File: config.mk
export PLATFORM = sky130hd
export DESIGN_NAME = lpmc_top
export DESIGN_NICKNAME = d
export VERILOG_FILES = /design/src/rtl/lpmc_pkg.sv /design/src/rtl/lpmc_sync.sv /design/src/rtl/lpmc_top.sv
export SDC_FILE = /design/constraint.sdc
export NUM_CORES = 1
export LEC_CHECK = 0
export BUFFER_PORTS_ARGS = -buffer_cell sky130_fd_sc_hd__buf_4
export CAP_MARGIN = 15
export CORE_MARGIN = 4
export CORE_UTILIZATION = 40
export DETAILED_ROUTE_END_ITERATION = 10
export GPL_TIMING_DRIVEN = 0
export PLACE_DENSITY = 0.68
export SYNTH_ARGS = -nofsm -noshare
export SYNTH_HDL_FRONTEND = slang
export SYNTH_SLANG_ARGS = --single-unit
File: constraint.sdc
create_clock -name CLOCK_IN -period 6.8 [get_ports CLOCK_IN]
set_input_delay 1.02 -clock CLOCK_IN [delete_from_list [all_inputs] [get_ports CLOCK_IN]]
set_output_delay 1.02 -clock CLOCK_IN [all_outputs]
set_load 0.02 [all_outputs]
File: src/rtl/lpmc_pkg.sv
// Constants, types and register map of the low power mode controller.
// Assumes a 25 MHz always-on controller clock and an Avalon-MM host.
// Function
// - Sleep halts the processor while all peripherals keep their clocks.
// - Sleep ends on reset or any enabled active interrupt.
// - Deep-sleep stops the main crystal oscillator and nearly all clocks.
// - Deep-sleep keeps the RC oscillator; watchdog on it may wake.
// - Deep-sleep keeps the RTC oscillator; RTC interrupts wake.
// - Deep-sleep puts flash in standby, not off, for quick wake.
// - Deep-sleep and power-down retain all state; all deep modes hold pin levels static.
// - Deep-sleep ends only on reset or clockless wake interrupts.
// - Power-down does all deep-sleep does and switches flash off.
// - Power-down wakes on any enabled source of the eleven listed.
// - Deep power-down powers off all but RTC, reset, wake logic, backup.
// - Software chooses whether the RTC oscillator stays powered in deep power-down.
// - Deep power-down ends on external reset or enabled RTC interrupt.
// - Sleep-on-exit sleeps on last handler return until next exception.
// - Wake logic uses hardware signals only, no registers; the deep-sleep watchdog wake is gated by ctrl_ff bit CTRL_WDT_IRC.
package lpmc_pkg;

  localparam int          MHZ            = 25;
  localparam int          CLK_STOP_NS    = 200;
  localparam int          PWR_SETTLE_NS  = 2000;
  localparam int          CLK_SETTLE_NS  = 400;
  localparam int          CNT_W          = 8;
  localparam logic [CNT_W-1:0] CLK_STOP_CYC   = CNT_W'((CLK_STOP_NS * MHZ + 999) / 1000);
  localparam logic [CNT_W-1:0] PWR_SETTLE_CYC = CNT_W'((PWR_SETTLE_NS * MHZ + 999) / 1000);
  localparam logic [CNT_W-1:0] CLK_SETTLE_CYC = CNT_W'((CLK_SETTLE_NS * MHZ + 999) / 1000);

  // Wake source positions
  localparam int NUM_WAKE   = 11;
  localparam int WK_NMI     = 0;
  localparam int WK_EXT_FST = 1;
  localparam int WK_EXT_LST = 4;
  localparam int WK_GPIO    = 5;
  localparam int WK_WOL     = 6;
  localparam int WK_BOD     = 7;
  localparam int WK_RTC     = 8;
  localparam int WK_USB     = 9;
  localparam int WK_CAN     = 10;

  // Register byte offsets
  localparam logic [7:0] OFF_CTRL  = 8'h00;
  localparam logic [7:0] OFF_STATE = 8'h04;
  localparam logic [7:0] OFF_ISTAT = 8'h08;
  localparam logic [7:0] OFF_IEN   = 8'h0C;
  localparam logic [7:0] OFF_ICLR  = 8'h10;

  localparam int CTRL_RTC_KEEP = 0;
  localparam int CTRL_WDT_IRC  = 1;
  localparam logic [1:0] CTRL_RST = 2'h1;
  localparam int EV_WAKE  = 0;
  localparam int EV_ENTER = 1;
  localparam int NUM_EV   = 2;

  typedef enum logic [1:0] {
    MODE_SLEEP,
    MODE_DEEP_SLEEP,
    MODE_POWER_DOWN,
    MODE_DEEP_PD
  } lpmc_mode_type;

  typedef enum logic [2:0] {
    ST_RUN,
    ST_SLEEP,
    ST_GATE,
    ST_PWR_OFF,
    ST_DEEP,
    ST_PWR_ON,
    ST_CLK_ON
  } lpmc_state_type;

  typedef struct packed {
    logic cpu_halt;
    logic periph_clk;
    logic main_osc;
    logic internal_rc_oscillator;
    logic rtc_osc;
    logic flash_on;
    logic flash_stby;
    logic core_pwr;
    logic pin_hold;
  } lpmc_pwr_type;

  localparam lpmc_pwr_type PWR_RUN = 9'h0FA;

endpackage : lpmc_pkg

File: src/rtl/lpmc_sync.sv
// Two-stage synchroniser, one per input bit.
// Assumes inputs are levels or pulses longer than two clock periods.
module lpmc_sync #(
  parameter int W = 1
) (
  input  wire logic         clk_in,
  input  wire logic         rst_n_in,
  input  wire logic [W-1:0] d_in,
  output logic      [W-1:0] q_out
);

  logic [W-1:0] meta_ff;
  logic [W-1:0] sync_ff;

  for (genvar i = 0; i < W; i++)
  begin : g_bit
    always_ff @(posedge clk_in or negedge rst_n_in)
    begin
      if (!rst_n_in)
      begin
        meta_ff[i] <= 1'b0;
        sync_ff[i] <= 1'b0;
      end
      else
      begin
        meta_ff[i] <= d_in[i];
        sync_ff[i] <= meta_ff[i];
      end
    end
  end

  assign q_out = sync_ff;

endmodule : lpmc_sync

File: src/rtl/lpmc_top.sv
// Low power mode sequencer with Avalon-MM registers and one interrupt.
// Assumes CLOCK_IN stays alive in all modes (always-on domain) and that
// core request signals are synchronous to it; wake pins are not.
//
// Implementation choices: the placing of the registers and the Avalon-MM slave port.
module lpmc_top (
  input  wire logic                  CLOCK_IN,
  input  wire logic                  RST_N_IN,
  input  wire logic [7:0]            ADDRESS_IN,
  input  wire logic                  READ_IN,
  input  wire logic                  WRITE_IN,
  input  wire logic [31:0]           WRITEDATA_IN,
  input  wire logic [3:0]            BYTEENABLE_IN,
  output logic      [31:0]           READDATA_OUT,
  output logic                       WAITREQUEST_OUT,
  input  wire logic                  SLEEP_REQ_IN,
  input  wire logic [1:0]            MODE_IN,
  input  wire logic                  SLEEP_ON_EXIT_IN,
  input  wire logic                  HANDLER_EXIT_IN,
  input  wire logic                  IRQ_PENDING_IN,
  input  wire logic [lpmc_pkg::NUM_WAKE-1:0] IRQ_ENABLE_IN,
  input  wire logic [lpmc_pkg::NUM_WAKE-1:0] WAKE_SRC_IN,
  input  wire logic                  WDT_EVENT_IN,
  input  wire logic                  RTC_INT_IN,
  output lpmc_pkg::lpmc_pwr_type     POWER_CTL_OUT,
  output logic                       IRQ_OUT
);

  localparam int SW = lpmc_pkg::NUM_WAKE + 2;

  lpmc_pkg::lpmc_state_type state_ff;
  lpmc_pkg::lpmc_state_type nxt_state;
  lpmc_pkg::lpmc_mode_type  mode_ff;
  lpmc_pkg::lpmc_mode_type  nxt_mode;
  lpmc_pkg::lpmc_pwr_type   pwr_ff;
  lpmc_pkg::lpmc_pwr_type   nxt_pwr;
  logic [lpmc_pkg::CNT_W-1:0] cnt_ff;
  logic [lpmc_pkg::CNT_W-1:0] nxt_cnt;
  logic [SW-1:0]            sync_w;
  logic [lpmc_pkg::NUM_WAKE-1:0] wake_src;
  logic                     wdt_ev;
  logic                     rtc_ev;
  logic                     enter_req;
  logic                     wake_hit;
  logic [1:0]               ctrl_ff;
  logic [lpmc_pkg::NUM_EV-1:0] stat_ff;
  logic [lpmc_pkg::NUM_EV-1:0] en_ff;
  logic [lpmc_pkg::NUM_EV-1:0] ev;
  logic [lpmc_pkg::NUM_EV-1:0] nxt_stat;
  logic                     wait_ff;
  logic [31:0]              rdata_ff;
  logic                     irq_ff;
  logic                     wr_go;
  logic                     req;

  // Pins and the RTC domain are asynchronous
  lpmc_sync #(
    .W (SW)
  ) u_sync (
    .clk_in   (CLOCK_IN),
    .rst_n_in (RST_N_IN),
    .d_in     ({RTC_INT_IN, WDT_EVENT_IN, WAKE_SRC_IN}),
    .q_out    (sync_w)
  );

  assign wake_src = sync_w[lpmc_pkg::NUM_WAKE-1:0];
  assign wdt_ev   = sync_w[lpmc_pkg::NUM_WAKE];
  assign rtc_ev   = sync_w[lpmc_pkg::NUM_WAKE+1];

  assign enter_req = SLEEP_REQ_IN | (SLEEP_ON_EXIT_IN & HANDLER_EXIT_IN);

  // Pure combinational wake decode, only ctrl_ff bit CTRL_WDT_IRC is programmable here
  always_comb
  begin
    wake_hit = 1'b0;
    unique case (mode_ff)
      lpmc_pkg::MODE_SLEEP:
        wake_hit = IRQ_PENDING_IN;
      lpmc_pkg::MODE_DEEP_SLEEP:
        wake_hit = |(wake_src & IRQ_ENABLE_IN)
                   | (wdt_ev & ctrl_ff[lpmc_pkg::CTRL_WDT_IRC])
                   | rtc_ev;
      lpmc_pkg::MODE_POWER_DOWN:
        wake_hit = |(wake_src & IRQ_ENABLE_IN);
      lpmc_pkg::MODE_DEEP_PD:
        wake_hit = rtc_ev & IRQ_ENABLE_IN[lpmc_pkg::WK_RTC];
    endcase
  end

  // Power and clock controls implied by each state
  function automatic lpmc_pkg::lpmc_pwr_type pwr_for(
    input lpmc_pkg::lpmc_state_type st,
    input lpmc_pkg::lpmc_mode_type  md,
    input logic                     keep
  );
    lpmc_pkg::lpmc_pwr_type p;
    p = lpmc_pkg::PWR_RUN;
    unique case (st)
      lpmc_pkg::ST_RUN:
        p = lpmc_pkg::PWR_RUN;
      lpmc_pkg::ST_SLEEP:
        p.cpu_halt = 1'b1;
      lpmc_pkg::ST_GATE, lpmc_pkg::ST_PWR_OFF, lpmc_pkg::ST_DEEP:
      begin
        p.cpu_halt   = 1'b1;
        p.periph_clk = 1'b0;
        p.main_osc   = 1'b0;
        p.pin_hold   = 1'b1;
        p.flash_stby = 1'b1;
        if (st != lpmc_pkg::ST_GATE && md != lpmc_pkg::MODE_DEEP_SLEEP)
        begin
          p.flash_on   = 1'b0;
          p.flash_stby = 1'b0;
        end
        if (st != lpmc_pkg::ST_GATE && md == lpmc_pkg::MODE_DEEP_PD)
        begin
          p.core_pwr = 1'b0;
          p.internal_rc_oscillator      = 1'b0;
          p.rtc_osc  = keep;
        end
      end
      lpmc_pkg::ST_PWR_ON:
      begin
        p.cpu_halt   = 1'b1;
        p.periph_clk = 1'b0;
        p.pin_hold   = 1'b1;
      end
      lpmc_pkg::ST_CLK_ON:
      begin
        p.cpu_halt = 1'b1;
        p.pin_hold = 1'b1;
      end
    endcase
    return p;
  endfunction : pwr_for

  always_comb
  begin
    nxt_state = state_ff;
    nxt_mode  = mode_ff;
    nxt_cnt   = cnt_ff;
    unique case (state_ff)
      lpmc_pkg::ST_RUN:
        if (enter_req)
        begin
          nxt_mode = lpmc_pkg::lpmc_mode_type'(MODE_IN);
          if (nxt_mode == lpmc_pkg::MODE_SLEEP)
          begin
            nxt_state = lpmc_pkg::ST_SLEEP;
          end
          else
          begin
            nxt_state = lpmc_pkg::ST_GATE;
            nxt_cnt   = lpmc_pkg::CLK_STOP_CYC;
          end
        end
      lpmc_pkg::ST_SLEEP:
        if (wake_hit)
        begin
          nxt_state = lpmc_pkg::ST_RUN;
        end
      lpmc_pkg::ST_GATE:
        if (cnt_ff <= 1)
        begin
          nxt_state = lpmc_pkg::ST_PWR_OFF;
        end
        else
        begin
          nxt_cnt = cnt_ff - 1'b1;
        end
      lpmc_pkg::ST_PWR_OFF:
        nxt_state = lpmc_pkg::ST_DEEP;
      lpmc_pkg::ST_DEEP:
        if (wake_hit)
        begin
          nxt_state = lpmc_pkg::ST_PWR_ON;
          nxt_cnt   = lpmc_pkg::PWR_SETTLE_CYC;
        end
      lpmc_pkg::ST_PWR_ON:
        if (cnt_ff <= 1)
        begin
          nxt_state = lpmc_pkg::ST_CLK_ON;
          nxt_cnt   = lpmc_pkg::CLK_SETTLE_CYC;
        end
        else
        begin
          nxt_cnt = cnt_ff - 1'b1;
        end
      lpmc_pkg::ST_CLK_ON:
        if (cnt_ff <= 1)
        begin
          nxt_state = lpmc_pkg::ST_RUN;
        end
        else
        begin
          nxt_cnt = cnt_ff - 1'b1;
        end
    endcase
    nxt_pwr = pwr_for(nxt_state, nxt_mode, ctrl_ff[lpmc_pkg::CTRL_RTC_KEEP]);
  end

  always_ff @(posedge CLOCK_IN or negedge RST_N_IN)
  begin
    if (!RST_N_IN)
    begin
      state_ff <= lpmc_pkg::ST_RUN;
      mode_ff  <= lpmc_pkg::MODE_SLEEP;
      cnt_ff   <= '0;
      pwr_ff   <= lpmc_pkg::PWR_RUN;
    end
    else
    begin
      state_ff <= nxt_state;
      mode_ff  <= nxt_mode;
      cnt_ff   <= nxt_cnt;
      pwr_ff   <= nxt_pwr;
    end
  end

  // Avalon slave: every access answers one cycle after it is seen
  assign req   = READ_IN | WRITE_IN;
  assign wr_go = WRITE_IN & ~wait_ff & BYTEENABLE_IN[0];

  always_ff @(posedge CLOCK_IN or negedge RST_N_IN)
  begin
    if (!RST_N_IN)
    begin
      wait_ff <= 1'b1;
    end
    else
    begin
      wait_ff <= ~(req & wait_ff);
    end
  end

  always_ff @(posedge CLOCK_IN or negedge RST_N_IN)
  begin
    if (!RST_N_IN)
    begin
      rdata_ff <= 32'h0000_0000;
    end
    else if (READ_IN && wait_ff)
    begin
      unique case (ADDRESS_IN)
        lpmc_pkg::OFF_CTRL:  rdata_ff <= {30'h0000_0000, ctrl_ff};
        lpmc_pkg::OFF_STATE: rdata_ff <= {18'h0_0000, pwr_ff, mode_ff, state_ff};
        lpmc_pkg::OFF_ISTAT: rdata_ff <= {30'h0000_0000, stat_ff};
        lpmc_pkg::OFF_IEN:   rdata_ff <= {30'h0000_0000, en_ff};
        default:             rdata_ff <= 32'h0000_0000;
      endcase
    end
  end

  always_ff @(posedge CLOCK_IN or negedge RST_N_IN)
  begin
    if (!RST_N_IN)
    begin
      ctrl_ff <= lpmc_pkg::CTRL_RST;
      en_ff   <= '0;
    end
    else if (wr_go)
    begin
      if (ADDRESS_IN == lpmc_pkg::OFF_CTRL)
      begin
        ctrl_ff <= WRITEDATA_IN[1:0];
      end
      if (ADDRESS_IN == lpmc_pkg::OFF_IEN)
      begin
        en_ff <= WRITEDATA_IN[lpmc_pkg::NUM_EV-1:0];
      end
    end
  end

  // Set beats a clear in the same cycle
  assign ev[lpmc_pkg::EV_WAKE]  = (nxt_state == lpmc_pkg::ST_RUN)
                                  && (state_ff != lpmc_pkg::ST_RUN);
  assign ev[lpmc_pkg::EV_ENTER] = (nxt_state == lpmc_pkg::ST_SLEEP
                                   || nxt_state == lpmc_pkg::ST_DEEP)
                                  && (nxt_state != state_ff);

  always_comb
  begin
    nxt_stat = stat_ff;
    if (wr_go && ADDRESS_IN == lpmc_pkg::OFF_ICLR)
    begin
      nxt_stat = stat_ff & ~WRITEDATA_IN[lpmc_pkg::NUM_EV-1:0];
    end
    nxt_stat = nxt_stat | ev;
  end

  always_ff @(posedge CLOCK_IN or negedge RST_N_IN)
  begin
    if (!RST_N_IN)
    begin
      stat_ff <= '0;
      irq_ff  <= 1'b0;
    end
    else
    begin
      stat_ff <= nxt_stat;
      irq_ff  <= |(nxt_stat & en_ff);
    end
  end

  assign READDATA_OUT    = rdata_ff;
  assign WAITREQUEST_OUT = wait_ff;
  assign POWER_CTL_OUT   = pwr_ff;
  assign IRQ_OUT         = irq_ff;
endmodule : lpmc_top

==> results summary, run 1 <==
In this run the worst path has a maximum fanout of 7. The number of instances resized during post-cts repair came out at 0. The fraction of synthesis flops using an asynchronous set or reset pin came out at 100%. For the worst setup path, the data required time is 7040 ps. The number of failing setup endpoints in the final timing report is 0. The congestion estimate from routability-driven global placement came to 0.814.

The number of I/O pins came out at ~120. The pin count of the biggest net entering global routing is between 60 and 70. Summed over all failing endpoints, the final setup total negative slack is 0 ps. IR analysis of the VDD net gives a maximum drop of 240 uV. Among all flip-flop cells after synthesis, the most frequent one is sky130_fd_sc_hd__dfrtp_1. At the pin with the least slew margin, the transition time is slightly above 800 ps. The number of antenna diodes in the final layout is 0.

The buffers plus inverters on the worst setup path is 1. Clock-pin slew was measured on the worst setup and hold paths at roughly 70 ps. Power spread over the standard cell area amounts to approximately 370 nW/um2. The effective utilization at floorplan is between 40% and 50%. The final period utilization is around two fifths. The synthesized-area fraction occupied by and/or/nand/nor cells is between 10% and 20%. The synthesis warning total is 0. The worst setup path is of the in -> reg kind.

Walking the worst path, the cells encountered are buf_4 -> a222oi_1 -> nand3b_1 -> o21ai_0 -> o32a_1 -> o221ai_2 -> a211oi_1 -> o2111ai_1. The deepest level of the CTS H-tree came out at 3. The number of pins with negative max-slew slack in the final report is 0. The total number of nets in the final design came out at 437. The layout-stage area growth over the synthesis result came out at 29.5%. The area enclosed by the die boundary is around 9100 um2. The internal power contribution came out at 905 uW. The core region area is about 7300 um2. The TritonCTS buffer count came out at 9. The number of failing hold endpoints at the final stage is 0. In this run the remaining antenna-violating nets after routing total 0. The cell area after placement is around 3800 um2. The post-route DRC violation count came out at 0.

The longest clock path from root to sink contains 2 buffers. The xor and xnor fraction of the mapped netlist area is 0%. The final clock skew came out at 7.76 ps. Yosys mapped a number of flops with a built-in enable equal to 0. Among cell families on the critical path, the largest total delay comes from compound AO/OA/AOI/OAI gates.

The cell area after synthesis is roughly 3000 um2. The final layout contains routed wiring with a total length of 6340 um. The max-slew headroom at the worst pin is 45.9%. The synthesized-area fraction occupied by ao, oa, aoi and oai cells is a little under a fifth. The sequential share of power is between 30% and 40%. In this run the clock root is driven by a sky130_fd_sc_hd__clkbuf_8. The violation count after the first detailed-route iteration is 74. The wire length of the first global-routing pass came out at between 10000 and 15000 um. The timing-limited maximum frequency is between 300 and 400 MHz. The number of setup buffers added after CTS is 0. After clock tree synthesis, the flow added hold-fix buffers numbering 0. The utilization of the core after routing came out at a little over half. The global-route usage over all layers came out at about 15%.

The synthesized design contains a little under 70 register bits. The mean routed wirelength per cell came out at 13.8 um. The iteration count of the initial detailed-routing pass came out at 4. Net switching is 37.7% of the power. The number of rows created at floorplan is 31.

The width of the chip is roughly 95 um. Buffers placed on the I/O ports in this run total 69. Setup repair after global routing left no endpoint under its margin.

The worst hold path belongs to the class reg -> reg. The via density per instance came out at about 5. The via count of the first global-routing pass came out at about 2200. The routed via count came out at ~2300. After filler insertion, the fill cell instance count of the layout stands at between 600 and 700. TritonCTS built the clock tree.

The post-synthesis cell count came out at 260. For this design the static power due to leakage is roughly 1.9 nW. The synthesized-area fraction occupied by adder cells came out at less than 1%. Per report_power, the clock group accounts for between 20% and 30% of the total. The number of max-cap violations is 0. The clock net in this run drives a total of 68 sinks. The total overflow reported by the global router is 0. STA classifies the critical path startpoint as a primary input. The fraction of synthesized area in multiplexers came out at about 5%.

The total power draw is approximately 1.5 mW. The number of antenna violations at the first check in global routing is 0. Per report_power, the combinational group accounts for 40.6% of the total. The number of cells after detailed placement is about 450. The sequential area share after synthesis came out at around 56%. STA puts the critical path data arrival time at ~3100 ps. For this run, the slowest stage of the critical path takes between 400 and 500 ps. The source-to-sink clock delay at the later pin of the worst-skew pair is between 300 and 400 ps. Measured along the y axis, the die boundary spans 95.3 um. The netlist uses 62 different library cells.

The HPWL after detailed placement came out at ~4700 um. The mean instance size in the synthesized netlist is about 12 um2. The total non-filler cell area in the finished layout came out at about 4000 um2. The flow ran to the end, and the final reports show no timing, DRC or antenna violations.

After synthesis, the largest family of logic cells by area is compound AO/OA/AOI/OAI gates. The worst setup path is captured at a flip-flop. The number of cells in the finished layout apart from fillers came out at around 460. For this design, the slowest cell found on the critical path is sky130_fd_sc_hd__a222oi_1.

The shortest clock period the worst path allows after layout is 2850 ps. Summed over all nets, the switching power comes to 548 uW. The post-route netlist has a little under two fifths of its cells at a drive strength greater than 1.
## kinds of logic (layout without fill, tap and decap cells)
| kind of cell | after synthesis | after routing |
|---|---|---|
| other | 1 | 18 |
| DFF | 68 | 68 |
| AOI/OAI and AO/OA | 72 | 72 |
| muxes | 12 | 12 |
| and+or+nand+nor | 69 | 69 |
| adders and majority gates | 2 | 2 |
| buffers and inverters | 36 | 121 |
## synth_stat cells, types with 3 or more instances
master                     number  area [um2]
sky130_fd_sc_hd__o21ai_0       15        75.1
sky130_fd_sc_hd__o21a_1         3        22.5
sky130_fd_sc_hd__nand2b_1       4        25.0
sky130_fd_sc_hd__a22oi_1        4        30.0
sky130_fd_sc_hd__nor2_1        10        37.5
sky130_fd_sc_hd__a22o_1        14         123
sky130_fd_sc_hd__nor3_1         7        35.0
sky130_fd_sc_hd__dfstp_2        7         184
sky130_fd_sc_hd__buf_2          3        15.0
sky130_fd_sc_hd__nand2_1       22        82.6
sky130_fd_sc_hd__dfrtp_1       61        1530
sky130_fd_sc_hd__a21oi_1        8        40.0
sky130_fd_sc_hd__nand3_1        4        20.0
sky130_fd_sc_hd__mux2i_1        5        50.1
sky130_fd_sc_hd__inv_1          7        26.3
sky130_fd_sc_hd__mux2_2         5        56.3
sky130_fd_sc_hd__buf_4         22         165
## cells in the final DEF (no fill, tap or decap), types with 3 or more instances in the layout
cell type and count:
sky130_fd_sc_hd__clkbuf_8 10, sky130_fd_sc_hd__mux2i_1 5, sky130_fd_sc_hd__a22o_1 14, sky130_fd_sc_hd__a22oi_1 4
sky130_fd_sc_hd__nand2b_1 4, sky130_fd_sc_hd__dfrtp_1 61, sky130_fd_sc_hd__buf_4 91, sky130_fd_sc_hd__clkinv_2 3
sky130_fd_sc_hd__o21a_1 3, sky130_fd_sc_hd__mux2_2 5, sky130_fd_sc_hd__dfstp_2 7, sky130_fd_sc_hd__nand2_1 22
sky130_fd_sc_hd__nor3_1 7, sky130_fd_sc_hd__buf_2 3, sky130_fd_sc_hd__o21ai_0 15, sky130_fd_sc_hd__a21oi_1 8
sky130_fd_sc_hd__nand3_1 4, sky130_fd_sc_hd__inv_1 7, sky130_fd_sc_hd__conb_1 18, sky130_fd_sc_hd__clkbuf_1 3
sky130_fd_sc_hd__nor2_1 10
## power groups by stage
| stage | sequential [mW] | clock (mW) | combinational (mW) |
|---|---|---|---|
| after global placement | 0.545 | 0 | 0.582 |
| after detailed placement | 0.548 | 0 | 0.589 |
| after floorplan | 0.560 | 0 | 0.413 |
| after CTS | 0.542 | 0.332 | 0.590 |
| after global routing | 0.552 | 0.352 | 0.652 |
| final | 0.543 | 0.320 | 0.590 |
## worst register-to-register path: cells and delay by family (launching register included)
family                     cells  cell delay [ps]
AOI/OAI and AO/OA              2              470
adders and majority gates      1              220
DFF                            1              420
and+or+nand+nor                2              490
buffers and inverters          2              480
muxes                          2              340
## per-layer routing
metal  up-vias  global-route usage (%)  wire [um]
met5         -                       0          0
met4         0                    5.41         73
met3         5                    4.58        558
met2        78                    24.1       3000
met1      1079                    18.5       2710
li1       1115                       -          -
## final timing paths
check                                        from               end  slack (ps)  cells after the start
worst max-delay path             IRQ_ENABLE_IN[1]  POWER_CTL_OUT[4]        3950                      8
min in group asynchronous                RST_N_IN   READDATA_OUT[3]         780                      1
max in group asynchronous                RST_N_IN   u_sync.q_out[1]        5490                      1
worst min register to register  u_sync.meta_ff[3]   u_sync.q_out[3]         350                      0
worst min-delay path            u_sync.meta_ff[3]   u_sync.q_out[3]         350                      0
worst max register to register          cnt_ff[0]         cnt_ff[6]        4250                      9
## flip-flops by register name, indices dropped and copies added, names as in the netlist
name,flops
en_ff,2
state_ff,3
u_sync.meta_ff,13
WAITREQUEST_OUT,1
POWER_CTL_OUT,8
stat_ff,2
mode_ff,2
u_sync.q_out,13
cnt_ff,8
IRQ_OUT,1
READDATA_OUT,13
ctrl_ff,2
## through the flow
stage	hold WS [ps]	setup WS (ps)
after detailed placement	336	3610
after CTS	352	3950
final	350	3950
after global routing	356	3730
after global placement	331	3650
after floorplan	331	4100
## layout make-up
type                            count  area (um2)  share of cell area, %
Tap cell                           99         124                   3.14
Clock buffer                       11         141                   3.58
Buffer                             28         191                   4.85
Sequential cell                    68        1710                   43.3
Timing Repair Buffer               69         518                   13.1
Clock inverter                      5        52.6                   1.33
Multi-Input combinational cell    173        1180                   29.9
Inverter                            8        30.0                  0.761
No activity file was read; power rests on OpenSTA's default activity.
==> run 2, diff against run 1 <==
--- a/config.mk
+++ b/config.mk
@@ -5,13 +5,14 @@
 export SDC_FILE = /design/constraint.sdc
 export NUM_CORES = 1
 export LEC_CHECK = 0
+export ABC_AREA = 1
 export BUFFER_PORTS_ARGS = -buffer_cell sky130_fd_sc_hd__buf_4
 export CAP_MARGIN = 15
 export CORE_MARGIN = 4
 export CORE_UTILIZATION = 40
 export DETAILED_ROUTE_END_ITERATION = 10
 export GPL_TIMING_DRIVEN = 0
-export PLACE_DENSITY = 0.68
+export PLACE_DENSITY = 0.7
 export SYNTH_ARGS = -nofsm -noshare
 export SYNTH_HDL_FRONTEND = slang
 export SYNTH_SLANG_ARGS = --single-unit
==> constraint.sdc (replaced) <==
create_clock -name CLOCK_IN -period 2.6 [get_ports CLOCK_IN]
set_input_delay 0.39 -clock CLOCK_IN [delete_from_list [all_inputs] [get_ports CLOCK_IN]]
set_output_delay 0.39 -clock CLOCK_IN [all_outputs]
set_load 0.02 [all_outputs]
==> run 2 against run 1 <==
  * Via count up 10%
  * Flip-flop and latch count unchanged
  * Worst setup slack worse by 3400 ps
  * Non-clock buffer count down 5
  * Largest power group unchanged
  * Global-route usage up 0.16 points
  * Synthesized area up 2.5%
  * Critical path depth up 6
==> results summary, run 2 <==
From synthesis to final layout, the design area changed by 29.0%. The fraction of synthesis flops using an asynchronous set or reset pin is 100%. The final period utilization came out at 78.8%. The source-to-sink clock delay at the later pin of the worst-skew pair came out at 340 ps. The total non-filler cell area in the finished layout came out at a little over 4000 um2.

The type of the most critical hold path is in -> async. The sequential cells in the finished layout cover a total of between 1500 and 2000 um2. In the layout the commonest cells are sky130_fd_sc_hd__nand2_1, sky130_fd_sc_hd__buf_4, sky130_fd_sc_hd__dfrtp_1. The internal portion of the total power is roughly 2.3 mW. The first global-routing pass estimated 10500 um of wire. The total detailed-routing wirelength came out at about 6400 um.

STA classifies the critical path endpoint as a flip-flop. The final clock skew came out at between 6 and 7 ps. The power density over the cells is ~970 nW/um2. For the pin with the worst max-slew slack, the measured transition is a little over 800 ps. Using the TritonRoute via totals, the vias-per-cell ratio works out to 4.52.

Averaged over all synthesized cells, the footprint is just under 9 um2. The post-route DRC violation count is 0. In this run the critical register-to-register path is captured at IRQ_OUT. The number of instances resized during post-cts repair came out at 0.

Timing analysis after detailed placement gives a worst setup slack of about 570 ps. The share of total power dissipated in combinational logic is between 40% and 50%. Sorting the synthesized cells by area gives the leading types as sky130_fd_sc_hd__dfrtp_1, sky130_fd_sc_hd__nand2_1, sky130_fd_sc_hd__dfstp_2, sky130_fd_sc_hd__buf_4, sky130_fd_sc_hd__o21ai_0. The number of pins with negative max-slew slack in the final report is 0. Summing all placed instances gives a cell area of 3830 um2. The die is 96.4 um tall. The clock transition at the registers of the reported paths is approximately 80 ps. In this run, CTS created clock tree buffers numbering 9. The routed via count came out at about 2500.

The core region area is about 7400 um2. The number of inserted diodes came out at 0. The number of fill cells came out at between 600 and 700. The number of antenna violations at the first check in global routing was 0. The worst path needs 2050 ps of the cycle, external delays included. The count of buffers added by post-CTS timing repair for setup is 0. The weighted congestion reported at the end of routability-driven placement came out at between 0.8 and 0.9. The worst setup path is of the reg -> reg kind. TritonCTS built the clock tree. The violation count after the first detailed-route iteration is 103.

The area taken by multi-input logic gates came out at ~1100 um2. The mean routed wirelength per cell came out at 11.4 um. The area enclosed by the die boundary is a little over 9000 um2. 121 I/O pins were placed.

The number of distinct library cells after synthesis is 33. The number of synthesized flops with an enable pin is 0. The cell area after synthesis is roughly 3100 um2.

The data arrival time of the worst path came out at between 2000 and 2500 ps. The port buffer count is 69. The timing-limited maximum frequency is 488 MHz. The critical path data required time came out at about 2900 ps. The iteration count of the initial detailed-routing pass came out at 5. Hold is met by ~140 ps.

The number of max-cap violations came out at 0. The number of failing setup endpoints in the final timing report is 0. The max-slew headroom at the worst pin came out at a little under half. For this run, the total global-route usage over all layers was measured as between 10% and 20%. In this run, flip-flops and latches consume between 30% and 40% of the power. The utilization of the core after routing came out at 54.4%.

The minimum setup slack in the final design came out at around 550 ps. Setup total negative slack on the finished layout was measured at 0 ps. The number of cells traversed by the worst register-to-register path came out at 14. The post-synthesis cell count is ~350. Summing the sequential cell areas from Yosys gives a little over half of the chip area.

Setup repair after global routing left no endpoint under its margin. The synthesis warning total is 0. The worst register-to-register path has a setup slack of around 550 ps. In the synthesized netlist, the cells that appear most often are sky130_fd_sc_hd__nand2_1, sky130_fd_sc_hd__dfrtp_1, sky130_fd_sc_hd__inv_1, sky130_fd_sc_hd__o21ai_0, sky130_fd_sc_hd__nor2_1. The number of failing hold endpoints at the final stage was 0.

The clock tree synthesis step divided the H-tree into 3 levels. The worst-case clock buffer depth is 2. The remaining antenna violation count after routing came out at 0.

In this run the power spent charging and discharging nets is between 1.5 and 2 mW. The leakage power summed over all cells came out at 2.06 nW. The effective utilization at floorplan came out at 42.2%. For this run the aggregate overflow at the end of global routing stands at 0.

STA classifies the critical path startpoint as a flip-flop. In this run the biggest area consumer among cell types represents between 40% and 50% of the synthesized area. The clock root buffer is sky130_fd_sc_hd__clkbuf_8. The synthesized design contains 68 register bits.

sky130_fd_sc_hd__nand2_1 is the most common cell in the netlist. The most used flip-flop cell after synthesis is sky130_fd_sc_hd__dfrtp_1. The startpoint identified for the worst register-to-register timing path is cnt_ff[0]. The synthesized design spends more area on one cell type than any other, namely sky130_fd_sc_hd__dfrtp_1. The fraction of power consumed by the clock network is between 20% and 30%. The run finished with clean final reports. The library cell used most frequently in the layout, excluding fill and tap cells, is sky130_fd_sc_hd__nand2_1. The number of hold buffers added after CTS was 0. The peak fanout along the critical path is 5. The switching share of power is about two fifths. The floorplan has 31 rows. The pin count of the biggest net entering global routing came out at between 60 and 70. The fraction of final layout cells with drive strength greater than 1 came out at roughly a third. The HPWL after detailed placement came out at 4800 um. The CTS sink count came out at slightly below 70. The width of the chip is slightly below 100 um.

The worst vdd rail ir drop is approximately 510 uV. The via count of the first global-routing pass came out at ~2400. The total number of nets in the final design is roughly 530.
run 2: metrics by stage:
step                power (mW)  cells
floorplan                 2.64    371
global placement          3.01    539
detailed placement        3.06    539
CTS                       3.95    555
global route              4.29    555
finish                    3.92    555
run 2: worst max path at each step:
stage | start | to | slack (ps) | cells past startpoint
5_1_grt | cnt_ff[0] | IRQ_OUT | 250 | 14
3_5_place_dp | cnt_ff[0] | IRQ_OUT | 570 | 14
6_report | cnt_ff[0] | IRQ_OUT | 550 | 14
2_1_floorplan | cnt_ff[0] | POWER_CTL_OUT[2] | 820 | 16
3_3_place_gp | cnt_ff[0] | IRQ_OUT | 620 | 14
4_1_cts | cnt_ff[0] | IRQ_OUT | 530 | 14
run 2: power by group through the flow:
stage               logic [mW]  registers (mW)  clock network (mW)
floorplan                 1.21            1.43                   0
global placement          1.63            1.38                   0
detailed placement        1.67            1.39                   0
CTS                       1.68            1.37               0.900
global route              1.94            1.39               0.959
finish                    1.68            1.37               0.871
run 2: worst max-delay path, stage by stage (launching register included):
cell	delay [ps]
sky130_fd_sc_hd__dfrtp_1	400
sky130_fd_sc_hd__inv_1	90
sky130_fd_sc_hd__ha_1	220
sky130_fd_sc_hd__nor2_1	90
sky130_fd_sc_hd__nor2_4	120
sky130_fd_sc_hd__nand2_2	100
sky130_fd_sc_hd__nand2_2	90
sky130_fd_sc_hd__nand3_1	60
sky130_fd_sc_hd__a21oi_1	170
sky130_fd_sc_hd__nand3_2	130
sky130_fd_sc_hd__nand2_2	120
sky130_fd_sc_hd__nand3_1	90
sky130_fd_sc_hd__o21ai_1	170
sky130_fd_sc_hd__nand2_1	70
sky130_fd_sc_hd__nand2_1	60
run 2: final cells by class:
class	count	area share (%)
Clock buffer	9	3.08
Tap cell	99	3.08
Multi-Input combinational cell	237	28.5
Clock inverter	7	1.86
Timing Repair Buffer	69	12.9
Sequential cell	68	42.5
Buffer	23	4.10
Inverter	43	4.01
run 2: logic make-up (layout without fill, tap and decap cells):
logic type | Yosys count | in the layout | synth area share, %
buffers and inverters | 66 | 151 | 10.5
XOR/XNOR | 4 | 4 | 1.12
AO/OA/AOI/OAI | 51 | 51 | 9.50
other | 1 | 18 | 0.120
AND/OR/NAND/NOR | 162 | 162 | 23.2
flip-flops | 68 | 68 | 54.8
adder cells (fa/ha/maj) | 2 | 2 | 0.801
run 2: routing by layer:
layer | up-vias | share of wire [%] | GRT usage, %
met2 | 72 | 49 | 25.8
li1 | 1290 | - | -
met3 | 9 | 7.1 | 4.46
met4 | 0 | 1.6 | 5.96
met5 | - | 0 | 0
met1 | 1135 | 42 | 17.5
==> run 3, diff against run 2 <==
==> constraint.sdc (replaced) <==
create_clock -name CLOCK_IN -period 1.66 [get_ports CLOCK_IN]
set_input_delay 0.249 -clock CLOCK_IN [delete_from_list [all_inputs] [get_ports CLOCK_IN]]
set_output_delay 0.249 -clock CLOCK_IN [all_outputs]
set_load 0.02 [all_outputs]
==> run 3 against run 2 <==
  * The run now ends with hold timing, setup timing left
  * First-iteration DRC count shrank 13%
  * Routed wire length up 8.8%
  * Cell count grew 4.3%
  * Non-clock buffer count rose by 25
  * Clock-buffer cell count did not move
  * Core utilization increased by 4.9 points
  * Largest cell class unchanged
  * Highest routed layer unchanged
==> results summary, run 3 (synthesized netlist as in run 2, its figures left out) <==
The number of failing hold endpoints at the final stage is 8. The iteration count of the initial detailed-routing pass came out at 4. The via count of the first global-routing pass came out at roughly 2600. The TritonCTS buffer count is 9. The total detailed-routing wirelength is between 6000 and 7000 um. The library cells used most frequently in the layout, excluding fill and tap cells, are sky130_fd_sc_hd__buf_4, sky130_fd_sc_hd__nand2_1, sky130_fd_sc_hd__dfrtp_1. The transition time at the pin with the least slew margin came out at 811 ps. For this design the static power due to leakage is 2.19 nW. The longest clock path from root to sink contains 2 buffers.

The worst vdd rail ir drop came out at slightly below 900 uV. The total number of nets in the final design came out at around 560. The port buffer count came out at 69. The HPWL after detailed placement came out at 4940 um. The number of pins with negative max-slew slack in the final report came out at 0. The clock root buffer is sky130_fd_sc_hd__clkbuf_8. The number of I/O pins is approximately 120. TritonCTS built the clock tree. The width of the chip is 96.4 um. The number of max-cap violations came out at 0. The CTS sink count came out at 68. The layout-stage area growth over the synthesis result came out at 40.7%. The number of rows created at floorplan is 31. The worst hold slack came out at -14.2 ps. The remaining antenna violation count after routing is 0. The data arrival time of the worst path came out at around 2100 ps. The type of the most critical hold path is in -> async. The routed via count came out at around 2600. The total non-filler cell area in the finished layout came out at 4390 um2.

The minimum setup slack in the final design came out at -235 ps. The number of failing setup endpoints in the final timing report came out at 19. Global routing used about 15% of the available tracks across all layers. The first global-routing pass estimated approximately 11000 um of wire. The library cell used most frequently in the layout, excluding fill and tap cells, is sky130_fd_sc_hd__buf_4. The power density over the cells is roughly 1600 nW/um2. The total overflow reported by the global router came out at 0.

Once the floorplan was initialized, standard cells occupied between 40% and 50% of the core. The die covers just over 9000 um2. The critical path data required time is ~1900 ps. The mean routed wirelength per cell is around 12 um. The final period utilization is 114%. The checks that failed: hold timing, setup timing. The H-tree was split into 3 levels. The timing-limited maximum frequency came out at between 500 and 600 MHz. The final clock skew is 7.15 ps.

The height of the die came out at around 96 um. The number of inserted diodes came out at 0. The clock transition at the registers of the reported paths is ~80 ps. The critical path is of the reg -> reg type. The source-to-sink clock delay at the later pin of the worst-skew pair is ~350 ps. The weighted congestion reported at the end of routability-driven placement is 0.872. Measured on the finished design, the core utilization comes to between 50% and 60%. The worst slack after detailed placement came out at -251 ps. STA classifies the critical path startpoint as a flip-flop. Of all nets on the critical path, the largest fanout is 5. The via density per instance is 4.50. Entering global routing, the biggest net connects 69 pins. The fraction of final layout cells with drive strength greater than 1 came out at about two fifths. Setup repair after global routing could not meet its margin everywhere. The flow ran to the end, but the final reports show violations. The post-route DRC violation count came out at 0. The shortest clock period the worst path allows after layout came out at between 1500 and 2000 ps. The violation count after the first detailed-route iteration is 90. The core region area came out at around 7400 um2. The number of antenna violations at the first check in global routing came out at 0. STA classifies the critical path endpoint as a flip-flop. The max-slew headroom at the worst pin is a little under half. The cell area after placement is roughly 3900 um2.
[run 3: changes by cell type in the layout (fill, tap and decap cells not counted), moves of 5 or more]
| cell | change |
|---|---|
| sky130_fd_sc_hd__buf_4 | +9 |
| sky130_fd_sc_hd__dlygate4sd3_1 | +13 |
| sky130_fd_sc_hd__nand2_1 | -6 |
| sky130_fd_sc_hd__nor2_1 | -5 |
| sky130_fd_sc_hd__o21ai_1 | -5 |
| sky130_fd_sc_hd__o21ai_2 | +6 |
[run 3: per-layer routing]
layer | up-vias | wire length [um] | track usage [%] | share of wire (%)
met2 | 63 | 3600 | 27.0 | 52
met5 | - | 0 | 0 | 0
met1 | 1200 | 2740 | 17.0 | 40
met4 | 0 | 106 | 5.49 | 1.5
li1 | 1333 | - | - | -
met3 | 12 | 465 | 5.08 | 6.7
[run 3: cell type report]
class | instances | area [um2]
tap | 99 | 124
clock inverter | 6 | 41.3
sequential | 68 | 1710
multi-input combinational | 237 | 1310
clock buffer | 9 | 124
timing repair buffer | 94 | 746
buffer | 23 | 170
fill | 629 | 3020
inverter | 43 | 161
[run 3: path summary, 6_finish.rpt]
kind	start	endpoint	slack, ps	cells after the start
setup / recovery	state_ff[1]	IRQ_OUT	-230	12
hold / removal	RST_N_IN	u_sync.q_out[4]	-10	1
setup reg to reg	state_ff[1]	IRQ_OUT	-230	12
hold reg to reg	u_sync.meta_ff[9]	u_sync.q_out[9]	350	0
max in group asynchronous	RST_N_IN	state_ff[0]	1080	1
min in group CLOCK_IN	READ_IN	WAITREQUEST_OUT	60	2
[run 3: worst max-delay path, stage by stage (launching register included)]
cell and delay (ps):
sky130_fd_sc_hd__dfrtp_2 440, sky130_fd_sc_hd__inv_2 130, sky130_fd_sc_hd__nand2_2 100, sky130_fd_sc_hd__nor2_2 160, sky130_fd_sc_hd__nand3_1 210, sky130_fd_sc_hd__nand3_4 200, sky130_fd_sc_hd__inv_2 80, sky130_fd_sc_hd__nand4_1 100
sky130_fd_sc_hd__nand2_1 60, sky130_fd_sc_hd__nand2_1 90, sky130_fd_sc_hd__nand2_1 80, sky130_fd_sc_hd__nand2_1 70, sky130_fd_sc_hd__nand2_1 50
[run 3: power by group]
| part | internal, mW | switching [mW] | leakage (nW) |
|---|---|---|---|
| registers | 1.97 | 0.188 | 0.825 |
| logic | 1.49 | 2.15 | 1.29 |
| clock network | 0.532 | 0.641 | 0.0775 |
[run 3: timing repair]
| item | 4_1_cts | 5_1_grt |
|---|---|---|
| hold endpoints to repair | 13 | 0 |
| gates cloned | 0 | 1 |
| resized for setup | 13 | 30 |
| pin swaps | 2 | 2 |
| hold buffers | 13 | 0 |
| setup buffers | 6 | 5 |
| setup endpoints to repair | 18 | 21 |
[run 3: per-stage QoR]
stage / setup TNS [ps] / instances / total power, mW / hold slack [ps]
after floorplan: -41.6 / 371 / 4.20 / -46.6
after global placement: -2050 / 539 / 4.81 / 333
after detailed placement: -3220 / 539 / 4.89 / 335
after CTS: -1630 / 573 / 6.41 / 15.2
after global routing: -4710 / 579 / 7.49 / 56.6
final: -2470 / 579 / 6.98 / -14.2
